[src/sri_pkg.sv]
package sri_pkg;

	// ---------------------------------------------------------------
	// Clock and strobe timing
	// ---------------------------------------------------------------
	localparam int CLK_PERIOD_NS = 20;

	function automatic logic [3:0] ns2cyc(input int ns);
		return 4'((ns + CLK_PERIOD_NS - 1) / CLK_PERIOD_NS);
	endfunction

	localparam int T_SHORT_NS     = 30;
	localparam int T_LONG_NS      = 60;
	localparam int T_SRAM_STEP_NS = 30;
	localparam int T_SRAM_EDGE_NS = 15;
	localparam int T_HIZ_NS       = 15;

	localparam logic [3:0] CYC_SHORT     = ns2cyc(T_SHORT_NS);
	localparam logic [3:0] CYC_LONG      = ns2cyc(T_LONG_NS);
	localparam logic [3:0] CYC_SRAM_EDGE = ns2cyc(T_SRAM_EDGE_NS);
	localparam logic [3:0][3:0] CYC_SRAM_STROBE = {
		ns2cyc(4 * T_SRAM_STEP_NS), ns2cyc(3 * T_SRAM_STEP_NS),
		ns2cyc(2 * T_SRAM_STEP_NS), ns2cyc(T_SRAM_STEP_NS)};
	// Longest time: round down, but never below one cycle
	localparam logic [3:0] CYC_HIZ = (T_HIZ_NS / CLK_PERIOD_NS) >= 1 ?
		4'(T_HIZ_NS / CLK_PERIOD_NS) : 4'h1;

	// ---------------------------------------------------------------
	// Refresh timing, counted on the crystal clock
	// ---------------------------------------------------------------
	localparam int REFRESH_PERIOD_US = 15625;
	localparam int XTAL_PER_REFRESH  = 512;
	localparam logic [8:0] XTAL_LAST   = 9'(XTAL_PER_REFRESH - 1);
	localparam logic [8:0] XTAL_URGENT = 9'(XTAL_PER_REFRESH / 2);

	// ---------------------------------------------------------------
	// Register map
	// ---------------------------------------------------------------
	localparam int          AXI_AW   = 12;
	localparam logic [9:0]  CFG_IDX  = 10'h032;
	localparam logic [9:0]  CTRL_IDX = 10'h040;
	localparam logic [9:0]  STAT_IDX = 10'h041;
	localparam logic [15:0] CFG_RST  = 16'hE4F0;
	localparam int CFG_REF_BIT  = 0;
	localparam int CFG_ORG_LSB  = 1;
	localparam int CFG_U_BIT    = 4;
	localparam int CFG_V_BIT    = 5;
	localparam int CFG_W_BIT    = 6;
	localparam int CFG_Z_BIT    = 7;
	localparam int CFG_PRIO_LSB = 8;
	localparam int CTRL_MBL_BIT = 0;
	localparam logic [1:0] RESP_OKAY   = 2'h0;
	localparam logic [1:0] RESP_SLVERR = 2'h2;

	// ---------------------------------------------------------------
	// Types
	// ---------------------------------------------------------------
	typedef enum logic [2:0] {
		ORG_SRAM_128K = 3'b000,
		ORG_SRAM_512K = 3'b001,
		ORG_DRAM_256K = 3'b010,
		ORG_DRAM_1M   = 3'b011,
		ORG_DRAM_4M   = 3'b100
	} sri_org_t;

	typedef enum logic [1:0] {
		RQ_RX_DMA = 2'b00,
		RQ_CPU    = 2'b01,
		RQ_TX_DMA = 2'b10,
		RQ_INTC   = 2'b11
	} sri_requester_code_t;

	typedef enum logic [2:0] {
		ST_IDLE = 3'b000,
		ST_PH1  = 3'b001,
		ST_PH2  = 3'b010,
		ST_PH3  = 3'b011,
		ST_PH4  = 3'b100
	} sri_state_t;

	typedef struct packed {
		logic        wr;
		logic        byte_acc;
		logic        byte_lsb;
		logic [22:0] addr;
		logic [15:0] wdata;
	} sri_req_t;

	typedef struct packed {
		logic [22:0] addr;
		logic        byte_lsb;
		logic        byte_acc;
		logic        row_strobe_n;
		logic        col_strobe_n;
		logic        chip_sel_n;
		logic        out_en_n;
		logic        wr_n;
	} sri_mem_t;

endpackage

[src/sri_arbiter.sv]
// Notes on behaviour
// - Refresh runs only while configuration bit 0 set.
// - Refresh request every 512 crystal clock periods.
// - Three-bit code selects SRAM or DRAM organisation.
// - Refresh pace covers every supported DRAM size.
// - DRAM start to row strobe: 60/30ns.
// - Row strobe to column strobe: 60/30ns.
// - Column strobe low time: 60/30ns.
// - Column strobe rise to cycle end: 60/30ns.
// - DRAM cycle equals sum of four phases.
// - Outputs float during last 15ns of cycle.
// - SRAM write: edge, select low time, edge.
// - SRAM read: output enable time plus 30ns.
// - Between cycles, bus drive follows control bit.
// - Four priority fields rank the four requesters.
// - Refresh ranks last, first once half-interval idle.
// - Reset priority order follows configuration reset value.
// - 23-bit word address plus byte select bit.
`timescale 1ns/1ns
module sri_arbiter import sri_pkg::*; (
	// Clock and reset
	input  wire logic              aclk,
	input  wire logic              aresetn,
	// AXI4-Lite slave
	input  wire logic [AXI_AW-1:0] awaddr,
	input  wire logic [2:0]        awprot,
	input  wire logic              awvalid,
	output logic                   awready,
	input  wire logic [31:0]       wdata,
	input  wire logic [3:0]        wstrb,
	input  wire logic              wvalid,
	output logic                   wready,
	output logic [1:0]             bresp,
	output logic                   bvalid,
	input  wire logic              bready,
	input  wire logic [AXI_AW-1:0] araddr,
	input  wire logic [2:0]        arprot,
	input  wire logic              arvalid,
	output logic                   arready,
	output logic [31:0]            rdata,
	output logic [1:0]             rresp,
	output logic                   rvalid,
	input  wire logic              rready,
	// Internal requesters
	input  wire logic [3:0]        req_valid,
	input  wire sri_req_t [3:0]    req_cmd,
	output logic [3:0]             req_done,
	output logic [15:0]            req_rdata,
	// Refresh time base
	input  wire logic              crystal_clock_in,
	// External memory
	output sri_mem_t               mem_o,
	output logic                   mem_oe_n,
	output logic [15:0]            mem_dq_o,
	output logic                   mem_dq_oe_n,
	input  wire logic [15:0]       mem_dq_i
);

	// ---------------------------------------------------------------
	// Register file over AXI4-Lite
	// ---------------------------------------------------------------
	logic [15:0]       cfg_r, cfg_nxt;
	logic              mbl_r, mbl_nxt;
	logic              aw_hold_r, aw_hold_nxt, w_hold_r, w_hold_nxt;
	logic [AXI_AW-1:0] awaddr_r, awaddr_nxt;
	logic [31:0]       wdata_r, wdata_nxt, rdata_r, rdata_nxt;
	logic [3:0]        wstrb_r, wstrb_nxt;
	logic              bvalid_r, bvalid_nxt, rvalid_r, rvalid_nxt;
	logic [1:0]        bresp_r, bresp_nxt, rresp_r, rresp_nxt;
	logic [15:0]       status;

	assign awready = !aw_hold_r;
	assign wready  = !w_hold_r;
	assign arready = !rvalid_r;

	always_comb begin
		cfg_nxt     = cfg_r;
		mbl_nxt     = mbl_r;
		aw_hold_nxt = aw_hold_r;
		w_hold_nxt  = w_hold_r;
		awaddr_nxt  = awaddr_r;
		wdata_nxt   = wdata_r;
		wstrb_nxt   = wstrb_r;
		bvalid_nxt  = bvalid_r;
		bresp_nxt   = bresp_r;
		rvalid_nxt  = rvalid_r;
		rresp_nxt   = rresp_r;
		rdata_nxt   = rdata_r;
		if (awvalid && awready) begin
			aw_hold_nxt = 1'b1;
			awaddr_nxt  = awaddr;
		end
		if (wvalid && wready) begin
			w_hold_nxt = 1'b1;
			wdata_nxt  = wdata;
			wstrb_nxt  = wstrb;
		end
		if (bvalid_r && bready) begin
			bvalid_nxt = 1'b0;
		end
		// Write executes once address and data are both held
		if (aw_hold_r && w_hold_r && !bvalid_r) begin
			aw_hold_nxt = 1'b0;
			w_hold_nxt  = 1'b0;
			bvalid_nxt  = 1'b1;
			bresp_nxt   = RESP_OKAY;
			case (awaddr_r[11:2])
				CFG_IDX: begin
					if (wstrb_r[0]) begin
						cfg_nxt[7:0] = wdata_r[7:0];
					end
					if (wstrb_r[1]) begin
						cfg_nxt[15:8] = wdata_r[15:8];
					end
				end
				CTRL_IDX: begin
					if (wstrb_r[0]) begin
						mbl_nxt = wdata_r[CTRL_MBL_BIT];
					end
				end
				STAT_IDX: begin
				end
				default: begin
					bresp_nxt = RESP_SLVERR;
				end
			endcase
		end
		if (rvalid_r && rready) begin
			rvalid_nxt = 1'b0;
		end
		if (arvalid && arready) begin
			rvalid_nxt = 1'b1;
			rresp_nxt  = RESP_OKAY;
			case (araddr[11:2])
				CFG_IDX:  rdata_nxt = {16'h0000, cfg_r};
				CTRL_IDX: rdata_nxt = {31'h00000000, mbl_r};
				STAT_IDX: rdata_nxt = {16'h0000, status};
				default: begin
					rdata_nxt = 32'h00000000;
					rresp_nxt = RESP_SLVERR;
				end
			endcase
		end
	end

	always_ff @(posedge aclk) begin
		if (!aresetn) begin
			cfg_r     <= CFG_RST;
			mbl_r     <= 1'b0;
			aw_hold_r <= 1'b0;
			w_hold_r  <= 1'b0;
			awaddr_r  <= '0;
			wdata_r   <= 32'h00000000;
			wstrb_r   <= 4'h0;
			bvalid_r  <= 1'b0;
			bresp_r   <= RESP_OKAY;
			rvalid_r  <= 1'b0;
			rresp_r   <= RESP_OKAY;
			rdata_r   <= 32'h00000000;
		end else begin
			cfg_r     <= cfg_nxt;
			mbl_r     <= mbl_nxt;
			aw_hold_r <= aw_hold_nxt;
			w_hold_r  <= w_hold_nxt;
			awaddr_r  <= awaddr_nxt;
			wdata_r   <= wdata_nxt;
			wstrb_r   <= wstrb_nxt;
			bvalid_r  <= bvalid_nxt;
			bresp_r   <= bresp_nxt;
			rvalid_r  <= rvalid_nxt;
			rresp_r   <= rresp_nxt;
			rdata_r   <= rdata_nxt;
		end
	end

	assign bvalid = bvalid_r;
	assign bresp  = bresp_r;
	assign rvalid = rvalid_r;
	assign rresp  = rresp_r;
	assign rdata  = rdata_r;

	// ---------------------------------------------------------------
	// Configuration decode
	// ---------------------------------------------------------------
	sri_org_t org;
	logic     cfg_dram;

	assign org      = sri_org_t'(cfg_r[CFG_ORG_LSB +: 3]);
	// codes 010, 011 and 100 are DRAM; others treated as SRAM
	assign cfg_dram = (org == ORG_DRAM_256K) || (org == ORG_DRAM_1M) ||
		(org == ORG_DRAM_4M);

	// ---------------------------------------------------------------
	// Refresh scheduling
	// ---------------------------------------------------------------
	logic        xtal_lvl, xtal_d_r, xtal_rise, ref_tick, ref_ok;
	logic [8:0]  xcnt_r, xcnt_nxt, urg_cnt_r, urg_cnt_nxt;
	logic        pend_r, pend_nxt, urgent;
	logic [10:0] ref_row_r, ref_row_nxt;
	logic        start, start_ref;

	sri_sync3 #(.W(1)) u_xtal_sync (
		.aclk    (aclk),
		.aresetn (aresetn),
		.d       (crystal_clock_in),
		.q       (xtal_lvl)
	);

	assign xtal_rise = xtal_lvl && !xtal_d_r;
	assign ref_tick  = xtal_rise && (xcnt_r == XTAL_LAST);
	assign ref_ok    = cfg_r[CFG_REF_BIT] && cfg_dram;
	assign urgent    = pend_r && (urg_cnt_r >= XTAL_URGENT);

	always_comb begin
		xcnt_nxt    = xtal_rise ? xcnt_r + 9'h001 : xcnt_r;
		// New request wins over the clear by a starting refresh
		pend_nxt    = ref_ok && (ref_tick || (pend_r && !start_ref));
		ref_row_nxt = start_ref ? ref_row_r + 11'h001 : ref_row_r;
		urg_cnt_nxt = urg_cnt_r;
		// A new request or the refresh's own access restarts the urgency count
		if (ref_tick || start_ref) begin
			urg_cnt_nxt = 9'h000;
		end else if (xtal_rise && (urg_cnt_r < XTAL_URGENT)) begin
			urg_cnt_nxt = urg_cnt_r + 9'h001;
		end
	end

	always_ff @(posedge aclk) begin
		if (!aresetn) begin
			xtal_d_r  <= 1'b0;
			xcnt_r    <= 9'h000;
			pend_r    <= 1'b0;
			ref_row_r <= 11'h000;
			urg_cnt_r <= 9'h000;
		end else begin
			xtal_d_r  <= xtal_lvl;
			xcnt_r    <= xcnt_nxt;
			pend_r    <= pend_nxt;
			ref_row_r <= ref_row_nxt;
			urg_cnt_r <= urg_cnt_nxt;
		end
	end

	// ---------------------------------------------------------------
	// Arbitration
	// ---------------------------------------------------------------
	logic       found;
	logic [1:0] pick;

	always_comb begin
		found = 1'b0;
		pick  = 2'b00;
		for (int k = 0; k < 4; k++) begin
			if (!found && req_valid[cfg_r[CFG_PRIO_LSB + 2 * k +: 2]]) begin
				found = 1'b1;
				pick  = cfg_r[CFG_PRIO_LSB + 2 * k +: 2];
			end
		end
	end

	// ---------------------------------------------------------------
	// Memory cycle sequencer
	// ---------------------------------------------------------------
	sri_state_t      state_r, state_nxt;
	logic [3:0]      cnt_r, cnt_nxt;
	logic [3:0][3:0] dur_r, dur_nxt, dur_calc;
	logic            is_dram_r, is_dram_nxt, is_wr_r, is_wr_nxt;
	logic            is_ref_r, is_ref_nxt;
	logic [1:0]      owner_r, owner_nxt;
	sri_req_t        cmd_r, cmd_nxt;
	logic [15:0]     rd_r, rd_nxt;
	logic [3:0]      done_r, done_nxt;
	logic            last_cyc;

	// a new grant only from idle, so a cycle is never cut short
	assign start     = (state_r == ST_IDLE) && (found || pend_r);
	assign start_ref = start && pend_r && (urgent || !found);
	assign last_cyc  = (state_r == ST_PH4) && (cnt_r <= CYC_HIZ);

	always_comb begin
		if (cfg_dram) begin
			dur_calc[0] = cfg_r[CFG_U_BIT] ? CYC_LONG : CYC_SHORT;
			dur_calc[1] = cfg_r[CFG_V_BIT] ? CYC_LONG : CYC_SHORT;
			dur_calc[2] = cfg_r[CFG_W_BIT] ? CYC_LONG : CYC_SHORT;
			dur_calc[3] = cfg_r[CFG_Z_BIT] ? CYC_LONG : CYC_SHORT;
		end else begin
			dur_calc[0] = CYC_SRAM_EDGE;
			dur_calc[2] = 4'h0;
			dur_calc[3] = CYC_SRAM_EDGE;
			if (found && req_cmd[pick].wr) begin
				dur_calc[1] = CYC_SRAM_STROBE[
					cfg_r[CFG_V_BIT:CFG_U_BIT]];
			end else begin
				dur_calc[1] = CYC_SRAM_STROBE[
					cfg_r[CFG_Z_BIT:CFG_W_BIT]];
			end
		end
	end

	always_comb begin
		state_nxt   = state_r;
		cnt_nxt     = cnt_r;
		dur_nxt     = dur_r;
		is_dram_nxt = is_dram_r;
		is_wr_nxt   = is_wr_r;
		is_ref_nxt  = is_ref_r;
		owner_nxt   = owner_r;
		cmd_nxt     = cmd_r;
		rd_nxt      = rd_r;
		done_nxt    = 4'h0;
		case (state_r)
			ST_IDLE: begin
				if (start) begin
					state_nxt   = ST_PH1;
					cnt_nxt     = dur_calc[0];
					dur_nxt     = dur_calc;
					is_dram_nxt = cfg_dram;
					is_ref_nxt  = start_ref;
					is_wr_nxt   = !start_ref && req_cmd[pick].wr;
					owner_nxt   = pick;
					cmd_nxt     = req_cmd[pick];
					if (start_ref) begin
						cmd_nxt      = '0;
						cmd_nxt.addr = {12'h000, ref_row_r};
					end
				end
			end
			ST_PH1: begin
				cnt_nxt = cnt_r - 4'h1;
				if (cnt_r == 4'h1) begin
					state_nxt = ST_PH2;
					cnt_nxt   = dur_r[1];
				end
			end
			ST_PH2: begin
				cnt_nxt = cnt_r - 4'h1;
				if (cnt_r == 4'h1) begin
					// SRAM has no column phase
					state_nxt = is_dram_r ? ST_PH3 : ST_PH4;
					cnt_nxt   = is_dram_r ? dur_r[2] : dur_r[3];
					if (!is_dram_r && !is_wr_r) begin
						rd_nxt = mem_dq_i;
					end
				end
			end
			ST_PH3: begin
				cnt_nxt = cnt_r - 4'h1;
				if (cnt_r == 4'h1) begin
					state_nxt = ST_PH4;
					cnt_nxt   = dur_r[3];
					if (!is_wr_r && !is_ref_r) begin
						rd_nxt = mem_dq_i;
					end
				end
			end
			ST_PH4: begin
				cnt_nxt = cnt_r - 4'h1;
				if (cnt_r == 4'h1) begin
					state_nxt = ST_IDLE;
					cnt_nxt   = 4'h0;
					if (!is_ref_r) begin
						done_nxt[owner_r] = 1'b1;
					end
				end
			end
			default: begin
				state_nxt = ST_IDLE;
				cnt_nxt   = 4'h0;
			end
		endcase
	end

	always_ff @(posedge aclk) begin
		if (!aresetn) begin
			state_r   <= ST_IDLE;
			cnt_r     <= 4'h0;
			dur_r     <= '0;
			is_dram_r <= 1'b0;
			is_wr_r   <= 1'b0;
			is_ref_r  <= 1'b0;
			owner_r   <= 2'b00;
			cmd_r     <= '0;
			rd_r      <= 16'h0000;
			done_r    <= 4'h0;
		end else begin
			state_r   <= state_nxt;
			cnt_r     <= cnt_nxt;
			dur_r     <= dur_nxt;
			is_dram_r <= is_dram_nxt;
			is_wr_r   <= is_wr_nxt;
			is_ref_r  <= is_ref_nxt;
			owner_r   <= owner_nxt;
			cmd_r     <= cmd_nxt;
			rd_r      <= rd_nxt;
			done_r    <= done_nxt;
		end
	end

	assign req_done  = done_r;
	assign req_rdata = rd_r;
	assign status    = {7'h00, state_r, urgent, pend_r, is_ref_r,
		owner_r, state_r != ST_IDLE};

	// ---------------------------------------------------------------
	// Memory pins except mem_dq_o, registered one cycle behind the sequencer
	// ---------------------------------------------------------------
	sri_mem_t mem_r, mem_nxt;
	logic     oe_n_r, oe_n_nxt, dq_oe_n_r, dq_oe_n_nxt;
	logic     busy, ph_data;

	assign busy    = state_r != ST_IDLE;
	assign ph_data = is_dram_r ? (state_r == ST_PH3) : (state_r == ST_PH2);

	always_comb begin
		mem_nxt              = mem_r;
		mem_nxt.addr         = cmd_r.addr;
		mem_nxt.byte_lsb     = cmd_r.byte_lsb;
		mem_nxt.byte_acc     = cmd_r.byte_acc;
		mem_nxt.row_strobe_n = !(is_dram_r && busy &&
			(state_r != ST_PH1));
		mem_nxt.col_strobe_n = !(is_dram_r && !is_ref_r &&
			(state_r == ST_PH3));
		mem_nxt.chip_sel_n   = !(!is_dram_r && (state_r == ST_PH2));
		mem_nxt.out_en_n     = !(busy && !is_wr_r && !is_ref_r &&
			ph_data);
		mem_nxt.wr_n         = !(busy && is_wr_r && ph_data);
		// Float in the last slice of a cycle, drive the rest of it, bus as configured when idle
		oe_n_nxt    = busy ? last_cyc : !mbl_r;
		dq_oe_n_nxt = !(busy && is_wr_r && !last_cyc);
	end

	always_ff @(posedge aclk) begin
		if (!aresetn) begin
			mem_r     <= '{addr: 23'h000000, byte_lsb: 1'b0,
				byte_acc: 1'b0, default: 1'b1};
			oe_n_r    <= 1'b1;
			dq_oe_n_r <= 1'b1;
		end else begin
			mem_r     <= mem_nxt;
			oe_n_r    <= oe_n_nxt;
			dq_oe_n_r <= dq_oe_n_nxt;
		end
	end

	assign mem_o       = mem_r;
	assign mem_oe_n    = oe_n_r;
	assign mem_dq_oe_n = dq_oe_n_r;
	assign mem_dq_o    = cmd_r.wdata;

	// ---------------------------------------------------------------
	// Checks
	// ---------------------------------------------------------------
	logic [5:0] len_r;

	always_ff @(posedge aclk) begin
		if (!aresetn || !busy) begin
			len_r <= 6'h00;
		end else begin
			len_r <= len_r + 6'h01;
		end
	end
endmodule

[src/sri_sync3.sv]
`timescale 1ns/1ns
module sri_sync3 import sri_pkg::*; #(
	parameter int W = 1
) (
	// Clock and reset
	input  wire logic         aclk,
	input  wire logic         aresetn,
	// Asynchronous input and filtered level
	input  wire logic [W-1:0] d,
	output logic      [W-1:0] q
);

	logic [W-1:0] s1_r, s2_r, s3_r, q_r;
	logic [W-1:0] q_nxt;

	// A bit changes only once the second and third stages agree
	always_comb begin
		for (int i = 0; i < W; i++) begin
			q_nxt[i] = (s2_r[i] == s3_r[i]) ? s3_r[i] : q_r[i];
		end
	end

	always_ff @(posedge aclk) begin
		if (!aresetn) begin
			s1_r <= '0;
			s2_r <= '0;
			s3_r <= '0;
			q_r  <= '0;
		end else begin
			s1_r <= d;
			s2_r <= s1_r;
			s3_r <= s2_r;
			q_r  <= q_nxt;
		end
	end

	assign q = q_r;

endmodule
[config.mk]
export PLATFORM = sky130hd
export DESIGN_NAME = sri_arbiter
export DESIGN_NICKNAME = d
export VERILOG_FILES = /design/src/sri_pkg.sv /design/src/sri_arbiter.sv /design/src/sri_sync3.sv
export SDC_FILE = /design/constraint.sdc
export NUM_CORES = 1
export LEC_CHECK = 0
export ABC_AREA = 0
export BUFFER_PORTS_ARGS = -buffer_cell sky130_fd_sc_hd__buf_2
export CAP_MARGIN = 20
export CORE_MARGIN = 2
export CORE_UTILIZATION = 48
export CTS_CLUSTER_SIZE = 8
export DETAILED_ROUTE_END_ITERATION = 6
export GPL_ROUTABILITY_DRIVEN = 0
export PLACE_DENSITY = 0.79
export SETUP_SLACK_MARGIN = 0.3
export SLEW_MARGIN = 20
export SYNTH_ARGS = -nofsm -noshare
export SYNTH_HDL_FRONTEND = slang
export SYNTH_SLANG_ARGS = --single-unit
[constraint.sdc]
create_clock -name aclk -period 3.9 [get_ports aclk]
set_input_delay 0.39 -clock aclk [delete_from_list [all_inputs] [get_ports aclk]]
set_output_delay 0.39 -clock aclk [all_outputs]
set_load 0.005 [all_outputs]
After elaboration in Yosys (flattened, before gate mapping) --
Cells that the tools add are included.
Storage, ports and cells: latch bits 0, output and inout bits 109, memories 0, bits in read-only memories 0, word-level logic and storage cells 229, flip-flop bits (word level) 239, bits in writable memories 0
Operators by class: shift-type cells 0, bitwise logic cells 3, add/sub/neg operators 4, reduce and logical (&&, ||, !) cells 80, mux-type cells 59, multiply operators 0, equal/unequal tests 24, divide/modulo/power cells 0, magnitude comparators 12
Operators by type and width (number):
- binary-select mux 42 bit (select 2 bit) | 1
- two-way mux 16 bit | 4
- one-hot mux 16 bit (3 select lines) | 1
- two-way mux 42 bit | 1
- two-way mux 41 bit | 1
- == test 10 x 7 -> 1 bit (second input constant) | 4
- logical AND 1 bit | 37
- two-way mux 4 bit | 9
- one-hot mux 16 bit (2 select lines) | 1
- < comparator 2 x 3 -> 1 bit (second input constant) | 8
- zero test 1 bit | 21
- == test 10 x 6 -> 1 bit (second input constant) | 2
- one-hot mux 4 bit (5 select lines) | 1
- two-way mux 1 bit | 19
- adder 9 x 1 -> 9 bit (second input constant) | 2
- two-way mux 3 bit | 6
- binary-select mux 4 bit (select 2 bit) | 2
- one-hot mux 3 bit (5 select lines) | 1
- two-way mux 14 bit | 1
- == test 3 x 2 -> 1 bit (second input constant) | 4
- two-way mux 2 bit | 6
- != test 2 bit (second input constant) | 6
- adder 11 x 1 -> 11 bit (second input constant) | 1
- AND reduction 5 bit | 2
- other kinds (24) | 41

Longest topological paths before layout --
depth in word-level cells 20, gate-level depth with buffers 10, mapped depth without buffers 9

By module --
From an unflattened synthesis, not the netlist that was laid out.
Unflattened totals: cell total of the unflattened synthesis 982, area total of the unflattened synthesis 9711.8 µm²
Modules (own cells, without submodules):
- sri_arbiter | area an instance 9595.5 µm², cells an instance 972, sequential area each 4164.0 µm², instances 1
- sri_sync3 | area an instance 116.4 µm², cells an instance 10, sequential area each 80.1 µm², instances 1

Worst setup path after synthesis --
OpenSTA, ideal clock, no wires.
path kind register to register, start register cfg_r[8], end register cmd_r[27] (netlist bit), path slack 1.293 ns, period minus slack after synthesis 2.607 ns, library setup time 0.117 ns, stages on the path, launching flop included 7, arrival 2.490 ns, cell sequence dfxtp_1 -> mux4_2 -> o31a_2 -> nor2_4 -> buf_6 -> mux4_2 -> a22o_1
Between the ends: longest elaborated chain between the ends 17
RTL lines:
- start: declaration | line sri_arbiter.sv:62 | logic [15:0] cfg_r, cfg_nxt;
- start signal: assignment | line sri_arbiter.sv:161 | cfg_r <= cfg_nxt;
- parallel branches: the longest is 17 deep, another holds binary-select mux 1 bit (select 2 bit)
- end signal: assignment | line sri_arbiter.sv:393 | cmd_r <= cmd_nxt;
- end: declaration | line sri_arbiter.sv:270 | sri_req_t cmd_r, cmd_nxt;
Several ways; the timed one is not identified. The select of a mux whose other input is x is not followed. A chain may end at the register's enable or synchronous reset.

Worst setup path after layout --
start register cfg_r[8], end register cmd_r[19] (netlist bit)
The elaborated chain is that of the path after synthesis.

==> impl_metrics.py <==
metrics = {
    "status": {
        "status": "complete, no violations",
    },
    "timing": {
        "hold_slack_ns": 0.0377,
        "slew_headroom_pct": 39.3,
        "drv_slew": 0,
        "timing.setup.tns_ns": 0,
        "worst_pin_slew_ns": 0.908,
        "finalHoldViolCount": 0,
        "min_period_over_period_pct": 82.5,
        "max_freq_mhz": 311,
        "rsz0062_at_grt": "false",
        "fin_crit_ns": 3.22,
        "skew_ns": 0.0209,
        "finalSetupViolations": 0,
        "worst_slack_ns": 0.684,
    },
    "grt": {
        "overflow": 0,
        "grt_pass1_vias": 7938,
        "grt_usage_pct": 24.6,
        "antenna_found_initial": 1,
        "grt_max_degree": 64,
        "grt_pass1_wl_mm": 40.3,
    },
    "cts": {
        "cts_made_buffers": 30,
        "hold_buffers": 0,
        "cts_setup_buffers": 0,
        "clock_latency_ns": 0.54,
        "cts_tree": "yes",
        "clk_pin_slew_ns": 0.05,
        "root_buffer": "clkbuf_16",
        "cts_sinks": 212,
        "h-tree-depth": 1,
        "ctsLongestPathBuffers": 3,
        "cts_resized": 0,
    },
    "worst_setup_path": {
        "path_delay_family": "multiplexers",
        "reg2reg_to": "cmd_r[19]$_SDFFE_PN0P_",
        "worstPathMaxFanout": 14,
        "crit_chain": "mux4_2, o31a_2, nor2_4, buf_4, mux4_2, nand2_1, a21oi_1",
        "regToRegStartpoint": "cfg_r[8]$_SDFFE_PN0P_",
        "crit_type": "reg2reg",
        "ff2ff_setup_slack_ns": 0.68,
        "crit_slowest_cell": "mux4_2",
        "arrival_ns": 3.63,
        "cp-end-kind": "flop",
        "cp.depth": 7,
        "crit_start": "cfg_r[8]$_SDFFE_PN0P_",
        "crit_path_frequent_cell": "mux4_2",
        "ff2ff_path_depth": 7,
        "crit_required_ns": 4.31,
        "slowest_delay_ns": 0.67,
        "crit_path_end": "cmd_r[19]$_SDFFE_PN0P_",
        "path_buf_inv": 1,
        "start_kind": "flop",
    },
    "route": {
        "vias": 8451,
        "viasPerCell": 5.48,
        "firstDrtPassIters": 5,
        "ant_nets": 0,
        "first_iter_violations": 460,
        "avgRoutedWirePerCell_um": 17.4,
        "drc": 0,
        "drt_wl_total_mm": 26.8,
    },
    "pwr": {
        "p_sw_mw": 1.78,
        "pwr-share-clk_pct": 35.9,
        "switching_share_pct": 28.6,
        "p_leak_nw": 5.45,
        "seqPwrFrac_pct": 42.1,
        "p_total_mw": 6.23,
        "combPwrFrac_pct": 22.0,
        "p_per_area_mw_per_mm2": 525,
        "max-vdd-ir-drop_v": 0.000376,
        "intPower_mw": 4.45,
    },
    "synth": {
        "yosysSeqAreaShare_pct": 45.2,
        "ys_types": 63,
        "synth-edff-count": 0,
        "avgSynthCellArea_um2": 9.64,
        "ys_ff_latch": 212,
        "async_flop_share_pct": 0,
        "synthCells": 975,
        "synth_area_mm2": 0.00940,
        "yosysWarnings": 0,
        "yosys_most_used_dff": "dfxtp_1",
    },
    "floorplanning": {
        "die_area_mm2": 0.0207,
        "row_count": 51,
        "die_w_um": 144,
        "core_mm2": 0.0193,
        "num_io_pins": 371,
        "dieHeight_um": 144,
        "start_util_pct": 48.6,
    },
    "placement": {
        "dp.cells": 1508,
        "port_buffers": 324,
        "pre_cts_ws_ns": 0.674,
        "dpl_cell_area_mm2": 0.0111,
        "hpwlAfterDp_mm": 19.9,
    },
    "layout": {
        "final_cells": 1541,
        "fillers": 1644,
        "multi_input_area_mm2": 0.00468,
        "finalNetCount": 1545,
        "diodes": 0,
        "design_area_mm2": 0.0119,
        "post-route-util_pct": 61.5,
        "syn_to_final_growth_pct": 26.4,
        "drive_above_1_share_pct": 34.0,
        "seq_area_mm2": 0.00424,
    },
    "hold_path": {
        "hold_path_class": "in2reg",
    },
    "run": {
        "cap_viol_max_count": 0,
    },
}
power by group through the flow:
stage          sequential, mW  clock, mW  combinational, mW
3_3_place_gp             2.65          0               1.33
2_1_floorplan            2.60          0              0.971
5_1_grt                  2.66       2.38               1.52
4_1_cts                  2.62       2.28               1.37
6_report                 2.62       2.24               1.37
3_5_place_dp             2.66          0               1.36
final cells by class:
class                           instances  area share (%)
Clock buffer                           32            6.55
Clock inverter                          1           0.137
Inverter                               12           0.390
Multi-Input combinational cell        676            39.4
Sequential cell                       212            35.7
Tap cell                              265            2.79
Timing Repair Buffer                  343            15.1
registers in the layout, indices dropped and copies added (netlist names), 3 cells and up:
| register | cells |
|---|---|
| mem_o | 30 |
| req_done | 4 |
| urg_cnt_r | 9 |
| cnt_r | 4 |
| mem_dq_o | 16 |
| xcnt_r | 9 |
| cmd_r | 25 |
| state_r | 3 |
| dur_r | 6 |
| req_rdata | 16 |
| wdata_r | 16 |
| cfg_r | 16 |
| awaddr_r | 10 |
| rdata | 16 |
| ref_row_r | 11 |
placed cells by master (no fill, tap or decap), types with 24 or more instances in the layout:
| cell type | synthesis | final |
|---|---|---|
| buf_2 | 7 | 324 |
| nor2_1 | 98 | 98 |
| o21ai_0 | 24 | 24 |
| mux2i_1 | 42 | 42 |
| dfxtp_1 | 212 | 212 |
| a22o_1 | 31 | 30 |
| a21oi_1 | 88 | 88 |
| nand2_1 | 117 | 117 |
| mux4_2 | 44 | 44 |
| and2_1 | 32 | 32 |
| clkbuf_16 | 0 | 30 |
worst register-to-register path: stages, from the launching register on:
cell	delay [ns]
dfxtp_1	0.48
mux4_2	0.67
o31a_2	0.42
nor2_4	0.50
buf_4	0.34
mux4_2	0.53
nand2_1	0.09
a21oi_1	0.06
per-layer routing:
metal / part of all wire [%] / GRT usage (%) / vias to the layer above
met3: 8.5 / 6.00 / 80
met5: 0.052 / 0 / -
met1: 38 / 28.4 / 4005
li1: - / - / 4007
met4: 5.0 / 13.1 / 2
met2: 49 / 42.2 / 357
worst min path at each step:
stage | from | end | cells after the start
2_1_floorplan | is_wr_r$_SDFFE_PN0P_ | mem_dq_oe_n$_SDFF_PN1_ | 1
3_3_place_gp | u_xtal_sync.s1_r$_SDFF_PN0_ | u_xtal_sync.s2_r$_SDFF_PN0_ | 1
3_5_place_dp | u_xtal_sync.s1_r$_SDFF_PN0_ | u_xtal_sync.s2_r$_SDFF_PN0_ | 1
4_1_cts | rready | rvalid$_SDFFE_PN0P_ | 2
5_1_grt | rready | rvalid$_SDFFE_PN0P_ | 2
6_report | rready | rvalid$_SDFFE_PN0P_ | 2
logic make-up after synthesis:
kind of cell,Yosys count,share of synthesized area (%)
simple gates,352,18.0
flops,212,45.2
compound gates,188,12.6
buf+inv,104,5.88
mux,88,15.3
xor+xnor,22,2.05
fa+ha+maj,8,1.07
other cells,1,0.0399
synthesized netlist by cell type, drive strengths merged, types with 3 or more instances:
cell	n	area share [%]
nor3	18	0.96
a31oi	4	0.27
nor2	99	4.0
or3	9	0.60
nand2	117	4.7
and2	33	2.2
a22o	31	2.9
mux4	44	11
nand3	20	1.1
ha	8	1.1
o21ai	25	1.3
dfxtp	212	45
nor3b	5	0.40
nor2b	7	0.47
and3	8	0.53
mux2i	42	4.5
a211oi	6	0.48
nand4	13	0.87
o21bai	3	0.24
clkbuf	44	1.8
buf	48	3.6
xnor2	6	0.56
a21oi	88	4.7
nor4	4	0.43
xor2	16	1.5
inv	12	0.48
a22oi	11	0.88
nand2b	5	0.33
(Power assumes the default switching activity.)
